## config.mk

```make
export PLATFORM = sky130hd
export DESIGN_NAME = dmm_direct_memory_mover
export DESIGN_NICKNAME = d
export VERILOG_FILES = /design/src/inc/dmm_pkg.sv /design/src/design/dmm_prio_arb.sv /design/src/design/dmm_irq_regs.sv /design/src/design/dmm_direct_memory_mover.sv
export SDC_FILE = /design/constraint.sdc
export NUM_CORES = 2
export LEC_CHECK = 0
export BUFFER_PORTS_ARGS = -buffer_cell sky130_fd_sc_hd__buf_2
export CORE_UTILIZATION = 45
export CTS_CLUSTER_DIAMETER = 100
export DETAILED_ROUTE_END_ITERATION = 8
export GPL_TIMING_DRIVEN = 0
export HOLD_SLACK_MARGIN = 0.03
export SLEW_MARGIN = 10
export SYNTH_ARGS = -nofsm -noshare
export SYNTH_HDL_FRONTEND = slang
export SYNTH_SLANG_ARGS = --single-unit
```

## constraint.sdc

```tcl
create_clock -name clock_i -period 10.4 [get_ports clock_i]
set_input_delay 1.56 -clock clock_i [delete_from_list [all_inputs] [get_ports clock_i]]
set_output_delay 1.56 -clock clock_i [all_outputs]
set_load 0.02 [all_outputs]
```

## src/inc/dmm_pkg.sv

```systemverilog
/*
   Shared constants, types and helper functions of the four-channel
   direct memory mover: register map, field layouts, reset values,
   address windows and trigger select codes.
   Assumes a 16-bit byte-addressed data space with an 8-bit data bus.
*/
package dmm_pkg;

   localparam int NCH = 4;
   localparam int NEVT = 8;
   localparam int AW = 16;
   localparam int RAW = 6;
   localparam int DW = 32;

   typedef logic [AW-1:0] dmm_addr_t;

   // per-channel register index, word address is {0, ch, idx}
   localparam logic [2:0] R_CFG = 3'h0;
   localparam logic [2:0] R_BLK = 3'h1;
   localparam logic [2:0] R_RPT = 3'h2;
   localparam logic [2:0] R_SRC = 3'h3;
   localparam logic [2:0] R_DST = 3'h4;
   localparam logic [2:0] R_CSRC = 3'h5;
   localparam logic [2:0] R_CDST = 3'h6;
   localparam logic [2:0] R_LEFT = 3'h7;

   // global registers
   localparam logic [RAW-1:0] A_CTRL = 6'h20;
   localparam logic [RAW-1:0] A_STAT = 6'h21;
   localparam logic [RAW-1:0] A_CLR = 6'h22;
   localparam logic [RAW-1:0] A_IEN = 6'h23;
   localparam logic [RAW-1:0] A_ACT = 6'h24;

   // software trigger bits of the control register
   localparam int CTRL_SWT_LSB = 4;

   // channel configuration, bit 0 is en
   typedef struct packed {
      logic [3:0] tsel;
      logic reload;
      logic [1:0] dmode;
      logic [1:0] smode;
      logic [1:0] burst;
      logic en;
   } dmm_cfg_t;

   typedef struct packed {
      logic link23;
      logic link01;
      logic rr;
   } dmm_ctrl_t;

   typedef struct packed {
      logic req;
      logic we;
      dmm_addr_t addr;
      logic [7:0] wdata;
   } dmm_bus_t;

   localparam logic [1:0] AM_HOLD = 2'h0;
   localparam logic [1:0] AM_INC = 2'h1;
   localparam logic [1:0] AM_DEC = 2'h2;

   localparam logic [3:0] TSEL_PER = 4'h1;
   localparam logic [3:0] TSEL_EVT0 = 4'h2;

   localparam dmm_cfg_t CFG_RST = 12'h000;
   localparam dmm_ctrl_t CTRL_RST = 3'h0;
   localparam logic [15:0] BLK_RST = 16'h0001;
   localparam logic [7:0] RPT_RST = 8'h01;

   localparam dmm_addr_t EEP_LO = 16'h1000;
   localparam dmm_addr_t EEP_HI = 16'h1FFF;

   function automatic dmm_addr_t addr_step(input dmm_addr_t a, input logic [1:0] m);
      case (m)
         AM_INC: return a + 16'h0001;
         AM_DEC: return a - 16'h0001;
         default: return a;
      endcase
   endfunction

   function automatic logic [3:0] burst_len(input logic [1:0] b);
      return 4'h1 << b;
   endfunction

   function automatic logic in_eeprom(input dmm_addr_t a);
      return a >= EEP_LO && a <= EEP_HI;
   endfunction

   function automatic logic addr_bad(input dmm_addr_t a, input logic wr, input logic mapped);
      return in_eeprom(a) && (wr || !mapped);
   endfunction

   function automatic logic trig_hit(input logic [3:0] sel, input logic per,
                                     input logic [NEVT-1:0] evt);
      if (sel == TSEL_PER)
         return per;
      if (sel >= TSEL_EVT0 && sel < TSEL_EVT0 + 4'(NEVT))
         return evt[3'(sel - TSEL_EVT0)];
      return 1'b0;
   endfunction

endpackage

```

## src/design/dmm_prio_arb.sv

```systemverilog
/*
   Channel chooser: fixed priority (lowest channel first) or round robin
   starting after the last served channel.
   Assumes N is a power of two; purely combinational.
*/
`timescale 1ns/100ps
module dmm_prio_arb #(
   parameter int N = 4,
   parameter int IW = $clog2(N)
) (
   input wire logic [N-1:0] req_i,
   input wire logic rr_i,
   input wire logic [IW-1:0] last_i,
   output logic [IW-1:0] gnt_o,
   output logic any_o
);

   always_comb
   begin
      logic [IW-1:0] idx;
      idx = '0;
      gnt_o = '0;
      any_o = |req_i;
      // scan from lowest rank upward so the best rank is taken last
      for (int k = N - 1; k >= 0; k--)
      begin
         idx = rr_i ? last_i + IW'(k + 1) : IW'(k);
         if (req_i[idx])
            gnt_o = idx;
      end
   end

endmodule // dmm_prio_arb

```

## src/design/dmm_irq_regs.sv

```systemverilog
/*
   Sticky status flags, write-one-to-clear, enable mask and one level
   interrupt output.
   Assumes set pulses and register strobes come from the same clock.
*/
`timescale 1ns/100ps
module dmm_irq_regs #(
   parameter int W = 8
) (
   input wire logic clock_i,
   input wire logic nrst_i,
   input wire logic ce_i,
   input wire logic [W-1:0] set_i,
   input wire logic clr_we_i,
   input wire logic [W-1:0] clr_i,
   input wire logic ien_we_i,
   input wire logic [W-1:0] ien_i,
   output logic [W-1:0] status_o,
   output logic [W-1:0] ien_o,
   output logic irq_o
);

   logic [W-1:0] status_q;
   logic [W-1:0] status_d;
   logic [W-1:0] ien_q;
   logic [W-1:0] ien_d;
   logic irq_q;

   // set wins over a clear in the same cycle
   assign status_d = (status_q & ~(clr_we_i ? clr_i : '0)) | set_i;
   assign ien_d = ien_we_i ? ien_i : ien_q;

   always_ff @(posedge clock_i)
   begin
      if (!nrst_i)
      begin
         status_q <= '0;
         ien_q <= '0;
         irq_q <= 1'b0;
      end
      else if (ce_i)
      begin
         status_q <= status_d;
         ien_q <= ien_d;
         irq_q <= |(status_d & ien_d);
      end
   end

   assign status_o = status_q;
   assign ien_o = ien_q;
   assign irq_o = irq_q;

   property p_set_sticky;
      @(posedge clock_i) disable iff (!nrst_i)
      ce_i && |set_i |=> (status_o & $past(set_i)) == $past(set_i);
   endproperty
   a_set_sticky: assert property (p_set_sticky) else $error("event flag not set");

   property p_flag_holds;
      @(posedge clock_i) disable iff (!nrst_i)
      !clr_we_i |=> (status_o & $past(status_o)) == $past(status_o);
   endproperty
   a_flag_holds: assert property (p_flag_holds) else $error("flag lost without clear");

endmodule // dmm_irq_regs

```

## src/design/dmm_direct_memory_mover.sv

```systemverilog
/*
   Four-channel direct memory mover: channel registers, trigger capture,
   transfer engine on the shared data bus, linking and completion flags.
   Assumes a bus owner that grants bus_o.req via bus_gnt_i and returns
   read data on bus_rdata_i in the cycle after a granted read.
*/
// Local design decisions: the address map and the plain strobed port.
`timescale 1ns/100ps
// Functional notes
// - Four channels each keep their own settings and run independently.
// - A block is 1 to 65536 bytes long, with a written length of 0 meaning 65536.
// - A repeat count replays the block up to 256 times, so one run moves up to 16M bytes.
// - Each pointer steps up, steps down or stays put after every byte.
// - Source and destination pointers have separate step modes.
// - With reload set, both pointers return to their start values at the end of a run.
// - Each trigger moves a burst of 1, 2, 4 or 8 bytes.
// - Competing channels are ordered by software-chosen fixed or rotating priority.
// - Every read and write goes over the data bus shared with the processor.
// - Any address of the peripheral register space may be read or written.
// - A channel starts on a peripheral line, an event channel or software, selected per channel.
// - In a linked pair the end of one channel's run enables the other.
// - The eeprom window is read only while mapped and never written; flash is out of reach.
// - Any pairing of memory and peripheral as source and destination is allowed.
// - The bus request stands unchanged until the bus owner grants it.
module dmm_direct_memory_mover (
   input wire logic clock_i,
   input wire logic nrst_i,
   input wire logic ce_i,
   input wire logic [dmm_pkg::RAW-1:0] reg_addr_i,
   input wire logic [dmm_pkg::DW-1:0] reg_wdata_i,
   input wire logic reg_we_i,
   input wire logic reg_re_i,
   output logic [dmm_pkg::DW-1:0] reg_rdata_o,
   output dmm_pkg::dmm_bus_t bus_o,
   input wire logic bus_gnt_i,
   input wire logic [7:0] bus_rdata_i,
   input wire logic eep_mapped_i,
   input wire logic [dmm_pkg::NCH-1:0] per_trig_i,
   input wire logic [dmm_pkg::NEVT-1:0] evt_i,
   output logic irq_o
);

   localparam int NCH = dmm_pkg::NCH;
   localparam int DW = dmm_pkg::DW;

   typedef enum logic [2:0] {S_IDLE, S_CHK, S_RD, S_RDAT, S_WR} dmm_state_t;

   dmm_pkg::dmm_cfg_t cfg_q [NCH];
   dmm_pkg::dmm_ctrl_t ctrl_q;
   logic [15:0] blk_q [NCH];
   logic [7:0] rpt_q [NCH];
   dmm_pkg::dmm_addr_t src0_q [NCH];
   dmm_pkg::dmm_addr_t dst0_q [NCH];
   dmm_pkg::dmm_addr_t src_q [NCH];
   dmm_pkg::dmm_addr_t dst_q [NCH];
   logic [15:0] cnt_q [NCH];
   logic [7:0] rleft_q [NCH];
   logic [NCH-1:0] pend_q;

   dmm_state_t st_q;
   logic [1:0] ch_q;
   logic [1:0] last_q;
   logic [3:0] beat_q;
   dmm_pkg::dmm_bus_t bus_q;
   logic [DW-1:0] rdata_q;
   logic [DW-1:0] rd;

   logic ch_we;
   logic [1:0] wch;
   logic byte_done;
   logic blk_end;
   logic txn_end;
   logic burst_end;
   logic bad;
   logic abort;
   logic linked;
   logic [NCH-1:0] en_v;
   logic [NCH-1:0] trig_v;
   logic [NCH-1:0] swt_v;
   logic [NCH-1:0] done_set;
   logic [NCH-1:0] err_set;
   logic [1:0] arb_ch;
   logic arb_any;
   logic [2*NCH-1:0] status;
   logic [2*NCH-1:0] ien;

   assign ch_we = reg_we_i && !reg_addr_i[5];
   assign wch = reg_addr_i[4:3];

   // engine events of the current cycle
   assign byte_done = ce_i && st_q == S_WR && bus_gnt_i;
   assign blk_end = byte_done && cnt_q[ch_q] == 16'h0001;
   assign txn_end = blk_end && rleft_q[ch_q] == 8'h01;
   assign burst_end = byte_done && (beat_q == 4'h1 || blk_end);
   // no other window is fenced: registers, sram, any pairing
   assign bad = dmm_pkg::addr_bad(src_q[ch_q], 1'b0, eep_mapped_i)
      || dmm_pkg::addr_bad(dst_q[ch_q], 1'b1, eep_mapped_i);
   assign abort = ce_i && st_q == S_CHK && bad;
   assign linked = ch_q[1] ? ctrl_q.link23 : ctrl_q.link01;

   always_comb
   begin
      for (int i = 0; i < NCH; i++)
      begin
         en_v[i] = cfg_q[i].en;
         trig_v[i] = dmm_pkg::trig_hit(cfg_q[i].tsel, per_trig_i[i], evt_i);
         swt_v[i] = reg_we_i && reg_addr_i == dmm_pkg::A_CTRL
            && reg_wdata_i[dmm_pkg::CTRL_SWT_LSB + i];
         done_set[i] = txn_end && ch_q == 2'(i);
         err_set[i] = abort && ch_q == 2'(i);
      end
   end

   dmm_prio_arb #(.N(NCH)) u_arb (
      .req_i(pend_q & en_v),
      .rr_i(ctrl_q.rr),
      .last_i(last_q),
      .gnt_o(arb_ch),
      .any_o(arb_any)
   );

   dmm_irq_regs #(.W(2*NCH)) u_irq (
      .clock_i(clock_i),
      .nrst_i(nrst_i),
      .ce_i(ce_i),
      .set_i({err_set, done_set}),
      .clr_we_i(reg_we_i && reg_addr_i == dmm_pkg::A_CLR),
      .clr_i(reg_wdata_i[2*NCH-1:0]),
      .ien_we_i(reg_we_i && reg_addr_i == dmm_pkg::A_IEN),
      .ien_i(reg_wdata_i[2*NCH-1:0]),
      .status_o(status),
      .ien_o(ien),
      .irq_o(irq_o)
   );

   // pending trigger per channel, a new trigger beats the clear
   always_ff @(posedge clock_i)
   begin
      if (!nrst_i)
         pend_q <= '0;
      else if (ce_i)
         for (int i = 0; i < NCH; i++)
         begin
            if (en_v[i] && (trig_v[i] || swt_v[i]))
               pend_q[i] <= 1'b1;
            else if (!en_v[i] || ((burst_end || abort) && ch_q == 2'(i)))
               pend_q[i] <= 1'b0;
         end
   end

   // configuration, enable handover of linked pairs
   always_ff @(posedge clock_i)
   begin
      if (!nrst_i)
      begin
         ctrl_q <= dmm_pkg::CTRL_RST;
         for (int i = 0; i < NCH; i++)
         begin
            cfg_q[i] <= dmm_pkg::CFG_RST;
            blk_q[i] <= dmm_pkg::BLK_RST;
            rpt_q[i] <= dmm_pkg::RPT_RST;
         end
      end
      else if (ce_i)
      begin
         if (reg_we_i && reg_addr_i == dmm_pkg::A_CTRL)
            ctrl_q <= reg_wdata_i[2:0];
         for (int i = 0; i < NCH; i++)
         begin
            if (ch_we && wch == 2'(i))
               case (reg_addr_i[2:0])
                  dmm_pkg::R_CFG: cfg_q[i] <= reg_wdata_i[11:0];
                  dmm_pkg::R_BLK: blk_q[i] <= reg_wdata_i[15:0];
                  dmm_pkg::R_RPT: rpt_q[i] <= reg_wdata_i[7:0];
                  default: ;
               endcase
            if ((txn_end || abort) && ch_q == 2'(i))
               cfg_q[i].en <= 1'b0;
            if (txn_end && linked && (ch_q ^ 2'h1) == 2'(i))
               cfg_q[i].en <= 1'b1;
         end
      end
   end

   // pointers and counters
   always_ff @(posedge clock_i)
   begin
      if (!nrst_i)
         for (int i = 0; i < NCH; i++)
         begin
            src0_q[i] <= '0;
            dst0_q[i] <= '0;
            src_q[i] <= '0;
            dst_q[i] <= '0;
            cnt_q[i] <= dmm_pkg::BLK_RST;
            rleft_q[i] <= dmm_pkg::RPT_RST;
         end
      else if (ce_i)
         for (int i = 0; i < NCH; i++)
         begin
            if (ch_we && wch == 2'(i))
               case (reg_addr_i[2:0])
                  dmm_pkg::R_BLK: cnt_q[i] <= reg_wdata_i[15:0];
                  dmm_pkg::R_RPT: rleft_q[i] <= reg_wdata_i[7:0];
                  dmm_pkg::R_SRC:
                  begin
                     src0_q[i] <= reg_wdata_i[15:0];
                     src_q[i] <= reg_wdata_i[15:0];
                  end
                  dmm_pkg::R_DST:
                  begin
                     dst0_q[i] <= reg_wdata_i[15:0];
                     dst_q[i] <= reg_wdata_i[15:0];
                  end
                  default: ;
               endcase
            if (byte_done && ch_q == 2'(i))
            begin
               src_q[i] <= dmm_pkg::addr_step(src_q[i], cfg_q[i].smode);
               dst_q[i] <= dmm_pkg::addr_step(dst_q[i], cfg_q[i].dmode);
               cnt_q[i] <= cnt_q[i] - 16'h0001;
               if (blk_end)
               begin
                  cnt_q[i] <= blk_q[i];
                  if (txn_end)
                  begin
                     rleft_q[i] <= rpt_q[i];
                     if (cfg_q[i].reload)
                     begin
                        src_q[i] <= src0_q[i];
                        dst_q[i] <= dst0_q[i];
                     end
                  end
                  else
                     rleft_q[i] <= rleft_q[i] - 8'h01;
               end
            end
         end
   end

   // transfer engine: check, read, capture, write
   always_ff @(posedge clock_i)
   begin
      if (!nrst_i)
      begin
         st_q <= S_IDLE;
         ch_q <= 2'h0;
         last_q <= 2'h3;
         beat_q <= 4'h0;
         bus_q <= '0;
      end
      else if (ce_i)
         unique case (st_q)
            S_IDLE:
               if (arb_any)
               begin
                  ch_q <= arb_ch;
                  last_q <= arb_ch;
                  beat_q <= dmm_pkg::burst_len(cfg_q[arb_ch].burst);
                  st_q <= S_CHK;
               end
            S_CHK:
               if (bad)
                  st_q <= S_IDLE;
               else
               begin
                  bus_q.req <= 1'b1;
                  bus_q.we <= 1'b0;
                  bus_q.addr <= src_q[ch_q];
                  st_q <= S_RD;
               end
            S_RD:
               if (bus_gnt_i)
               begin
                  bus_q.req <= 1'b0;
                  st_q <= S_RDAT;
               end
            S_RDAT:
            begin
               bus_q.req <= 1'b1;
               bus_q.we <= 1'b1;
               bus_q.addr <= dst_q[ch_q];
               bus_q.wdata <= bus_rdata_i;
               st_q <= S_WR;
            end
            S_WR:
               if (bus_gnt_i)
               begin
                  bus_q.req <= 1'b0;
                  bus_q.we <= 1'b0;
                  beat_q <= beat_q - 4'h1;
                  st_q <= burst_end ? S_IDLE : S_CHK;
               end
         endcase
   end

   // register read, data valid only in the cycle after the strobe
   always_comb
   begin
      rd = '0;
      if (!reg_addr_i[5])
         case (reg_addr_i[2:0])
            dmm_pkg::R_CFG: rd = DW'(cfg_q[wch]);
            dmm_pkg::R_BLK: rd = DW'(blk_q[wch]);
            dmm_pkg::R_RPT: rd = DW'(rpt_q[wch]);
            dmm_pkg::R_SRC: rd = DW'(src0_q[wch]);
            dmm_pkg::R_DST: rd = DW'(dst0_q[wch]);
            dmm_pkg::R_CSRC: rd = DW'(src_q[wch]);
            dmm_pkg::R_CDST: rd = DW'(dst_q[wch]);
            default: rd = DW'({rleft_q[wch], cnt_q[wch]});
         endcase
      else
         case (reg_addr_i)
            dmm_pkg::A_CTRL: rd = DW'(ctrl_q);
            dmm_pkg::A_STAT: rd = DW'(status);
            dmm_pkg::A_IEN: rd = DW'(ien);
            dmm_pkg::A_ACT: rd = DW'({pend_q, st_q != S_IDLE, ch_q});
            default: rd = '0;
         endcase
   end

   always_ff @(posedge clock_i)
   begin
      if (!nrst_i)
         rdata_q <= '0;
      else if (ce_i)
         rdata_q <= reg_re_i ? rd : '0;
   end

   assign reg_rdata_o = rdata_q;
   assign bus_o = bus_q;

   property p_no_eep_write;
      @(posedge clock_i) disable iff (!nrst_i)
      bus_o.req && bus_o.we |-> !dmm_pkg::in_eeprom(bus_o.addr);
   endproperty
   a_no_eep_write: assert property (p_no_eep_write) else $error("eeprom write");

   property p_eep_read;
      @(posedge clock_i) disable iff (!nrst_i)
      $rose(bus_o.req) && !bus_o.we && dmm_pkg::in_eeprom(bus_o.addr) |-> $past(eep_mapped_i);
   endproperty
   a_eep_read: assert property (p_eep_read) else $error("unmapped eeprom read");

   property p_req_hold;
      @(posedge clock_i) disable iff (!nrst_i)
      bus_o.req && !bus_gnt_i |=> bus_o.req && $stable(bus_o.addr) && $stable(bus_o.we);
   endproperty
   a_req_hold: assert property (p_req_hold) else $error("request dropped");

   property p_wr_copies;
      @(posedge clock_i) disable iff (!nrst_i)
      ce_i && bus_o.req && !bus_o.we && bus_gnt_i ##1 ce_i
         |=> bus_o.req && bus_o.we && bus_o.wdata == $past(bus_rdata_i);
   endproperty
   a_wr_copies: assert property (p_wr_copies) else $error("write data mismatch");

   property p_dst_inc;
      @(posedge clock_i) disable iff (!nrst_i)
      byte_done && !txn_end && cfg_q[ch_q].dmode == dmm_pkg::AM_INC && !ch_we
         |=> dst_q[$past(ch_q)] == $past(dst_q[ch_q]) + 16'h0001;
   endproperty
   a_dst_inc: assert property (p_dst_inc) else $error("dst not stepped up");

   property p_src_dec;
      @(posedge clock_i) disable iff (!nrst_i)
      byte_done && !txn_end && cfg_q[ch_q].smode == dmm_pkg::AM_DEC && !ch_we
         |=> src_q[$past(ch_q)] == $past(src_q[ch_q]) - 16'h0001;
   endproperty
   a_src_dec: assert property (p_src_dec) else $error("src not stepped down");

   property p_reload;
      @(posedge clock_i) disable iff (!nrst_i)
      txn_end && cfg_q[ch_q].reload && !ch_we
         |=> src_q[$past(ch_q)] == src0_q[$past(ch_q)] && dst_q[$past(ch_q)] == dst0_q[$past(ch_q)];
   endproperty
   a_reload: assert property (p_reload) else $error("pointers not reloaded");

   property p_link;
      @(posedge clock_i) disable iff (!nrst_i)
      txn_end && ch_q == 2'h0 && ctrl_q.link01 && !reg_we_i |=> cfg_q[1].en && !cfg_q[0].en;
   endproperty
   a_link: assert property (p_link) else $error("link handover missing");

   property p_fixed_prio;
      @(posedge clock_i) disable iff (!nrst_i)
      ce_i && st_q == S_IDLE && !ctrl_q.rr && pend_q[0] && en_v[0]
         |=> st_q == S_CHK && ch_q == 2'h0;
   endproperty
   a_fixed_prio: assert property (p_fixed_prio) else $error("channel 0 not first");

endmodule // dmm_direct_memory_mover

```

==> run_results.csv <==
group,metric,value,unit
setup_path,r2r.worst_path.cells,12,
setup_path,crit_start,"reg_addr_i[4]",
cts,cts_setup_buffers,0,
cells_and_area,n_fill_cell,7593,
grt,antenna_found_initial,12,
cts,cts_root_buffer,"clkbuf_16",
sta,whs,465,ps
floorplan,core_area,0.0824,mm2
detailed_routing,drtPass1Iterations,6,
setup_path,path_delay_family,"buffers and inverters",
floorplan,die_h,291,um
grt,grt-ovfl-total,0,
grt,grt_pass1_vias,30800,
cells_and_area,area_delta_synth_final,11.9,%
power,power,6190,uW
placement,dp_cells,4786,
job,maxCapViolCount,0,
cts,cts_buffer_depth,3,
cells_and_area,drive_gt1_share,13.3,%
setup_path,crit_top_cell,"buf_1",
power,p_leak,0.0152,uW
setup_path,crit_type,"in2reg",
sta,finalSetupTns,0,ps
synthesis,synthDistinctLibCells,81,
sta,worstMarginPinSlew,1450,ps
setup_path,critPathRequiredTime,10990,ps
cts,numCtsBuffers,72,
detailed_routing,postRouteAntennaNets,0,
synthesis,synth.avg_cell_area,10.4,um2
detailed_routing,wl_per_cell,36.2,um
cells_and_area,final_cells,4921,
hold_path,hp-class,"reg2reg",
setup_path,worstSetupPathDepth,8,
synthesis,postSynth.asyncResetShare,0,%
synthesis,synth_edf_count,496,
setup_path,rr_endpoint,"src_q[0][9]",
placement,io_buffers,96,
floorplan,std_cell_rows,105,
setup_path,crit_slowest_cell,"buf_1",
floorplan,start_util,45.6,%
grt,grt_usage,41.3,%
cells_and_area,nets,3993,
cells_and_area,regArea,0.0166,mm2
synthesis,syn_inst,3599,
synthesis,synth.cell_area,0.0375,mm2
cells_and_area,fin_area,0.0420,mm2
cts,ctsHtreeMaxLevel,3,
power,powerDensity,147,mW/mm2
sta,finalSetupViolCount,0,
sta,slew_violations,0,
synthesis,ys_seq_area_share,44.3,%
synthesis,yosysWarnings,0,
setup_path,crit_chain,"clkbuf_1 > buf_1 > clkbuf_2 > buf_1 > mux4_2 > a21oi_1 > a211oi_1 > o21a_1",
placement,gp_congestion,1.06,
placement,dpl_cell_area,0.0397,mm2
detailed_routing,routed_via_density,6.87,
detailed_routing,drtIter0Drc,5580,
cells_and_area,final_common_cell,"edfxtp_1",
grt,grt_first_pass_wirelength,243,mm
sta,period_share,59.7,%
cells_and_area,final_cell_mix,"496 x edfxtp_1, 287 x nand2_1, 274 x and2_1",
setup_path,worst_setup_path_start_kind,"primary input",
setup_path,max_stage_delay,1030,ps
sta,rsz0062_at_grt,"false",
floorplan,pin_count,124,
cts,cts_tree,"done",
cts,insertion_delay,650,ps
setup_path,critPathCapture,"reg_rdata_o[13]",
setup_path,cp_max_fo,10,
synthesis,synth_ff_type,"edfxtp_1",
setup_path,r2r_slack,4970,ps
sta,max_slew_margin,2.80,%
sta,fmax,0.161,GHz
detailed_routing,drc,0,
cts,cts_resized,0,
detailed_routing,num_vias,33800,
synthesis,synth_seq_cells,583,
cts,clkSinkCount,583,
status,status,"complete, no violations",
detailed_routing,routed_wl,178,mm
grt,grt_max_degree,17,
cells_and_area,multi_input_area,0.0198,mm2
floorplan,die_w,291,um
placement,hpwlAfterDp,135,mm
setup_path,crit_buf_inv,4,
power,ir_drop,0.102,mV
cts,cts.reportedPaths.clkPinSlew,60,ps
sta,finalHoldViolations,0,
floorplan,die_area,0.0846,mm2
cts,cts_hold_buf,0,
sta,min_period,6210,ps
sta,skew,29.0,ps
setup_path,end_kind,"flop",
setup_path,regToRegStartpoint,"st_q[1]",
setup_path,crit_arrival,6790,ps
[Yosys cell counts, types with 60 or more instances]
library cell | n | area, um2
inv_1 | 92 | 345
ha_1 | 130 | 1630
edfxtp_1 | 496 | 14900
nor2_1 | 254 | 953
xor2_1 | 82 | 718
and2_1 | 274 | 1710
dfxtp_1 | 87 | 1740
o21ai_0 | 286 | 1430
clkbuf_1 | 172 | 646
xnor2_1 | 91 | 797
a22oi_1 | 86 | 646
nor3_1 | 86 | 430
nand3_1 | 81 | 405
nand2_1 | 287 | 1080
nor2b_1 | 60 | 375
a21oi_1 | 226 | 1130
mux4_2 | 158 | 3560
[report_power, final]
part           internal [uW]  leakage, uW  total [uW]  switching [uW]
clock                   1420      0.00111        2520            1100
sequential              2640      0.00552        2760             125
combinational            308      0.00858         904             595
total                   4370       0.0152        6190            1820
[per-layer routing]
layer  vias up  global-route usage, %  share of wire, %
met5         -                      0             0.046
met4        10                   27.3               7.6
met3       580                   12.1                13
met2      2745                   59.2                42
met1     16600                   54.2                38
li1      13900                      -                 -
[registers in the layout, summed over array words and instances, names as in the netlist, named ones only]
signal and cells:
beat_q 4, blk_q 64, bus_o 26, cfg_q 48, ch_q 2, cnt_q 64, ctrl_q 3, dst0_q 64
dst_q 64, last_q 2, pend_q 4, reg_rdata_o 24, rleft_q 32, rpt_q 32, src0_q 64, src_q 64
st_q 3, u_irq.ien_o 8, u_irq.irq_o 1, u_irq.status_o 8
[worst reg2reg max path: cells and delay by family, from the launching register on]
family,cells,cell delay [ps]
and+or+nand+nor,6,1690
AOI/OAI and AO/OA,1,700
DFF,1,290
buffers and inverters,5,2350
[logic make-up after synthesis]
family / count (synthesis) / synth area share, %
AND/OR/NAND/NOR: 1221 / 16.5
AO/OA/AOI/OAI: 913 / 15.1
flip-flops: 583 / 44.3
buffers and inverters: 329 / 3.51
multiplexers: 241 / 11.8
XOR/XNOR: 173 / 4.04
adder cells (fa/ha/maj): 138 / 4.76
other: 1 / 0.00999
[layout make-up]
class | count | share of cell area (%)
multi-input combinational | 2694 | 47.0
sequential | 583 | 39.6
clock buffer | 94 | 4.74
tap | 1070 | 3.19
buffer | 237 | 2.36
timing repair buffer | 110 | 1.61
inverter | 92 | 0.822
clock inverter | 32 | 0.614
antenna | 9 | 0.0536
[how the worst min path moves through the flow]
stage	startpoint	to	slack (ps)	depth (start not counted)
2_1_floorplan	u_irq.ien_o[3]	u_irq.ien_o[3]	450	2
4_1_cts	bus_o[2]	bus_o[2]	470	2
3_5_place_dp	bus_o[5]	bus_o[5]	460	2
5_1_grt	bus_o[2]	bus_o[2]	490	2
3_3_place_gp	bus_o[7]	bus_o[7]	450	2
6_report	bus_o[5]	bus_o[5]	460	2
[metrics by stage]
step	worst slack [ps]	utilization (%)
2_1_floorplan	5030	-
3_3_place_gp	1590	47.8
3_5_place_dp	3580	48.2
4_1_cts	4210	51.0
5_1_grt	4570	51.0
6_report	4190	51.0
No activity file was read; power rests on OpenSTA's default activity.
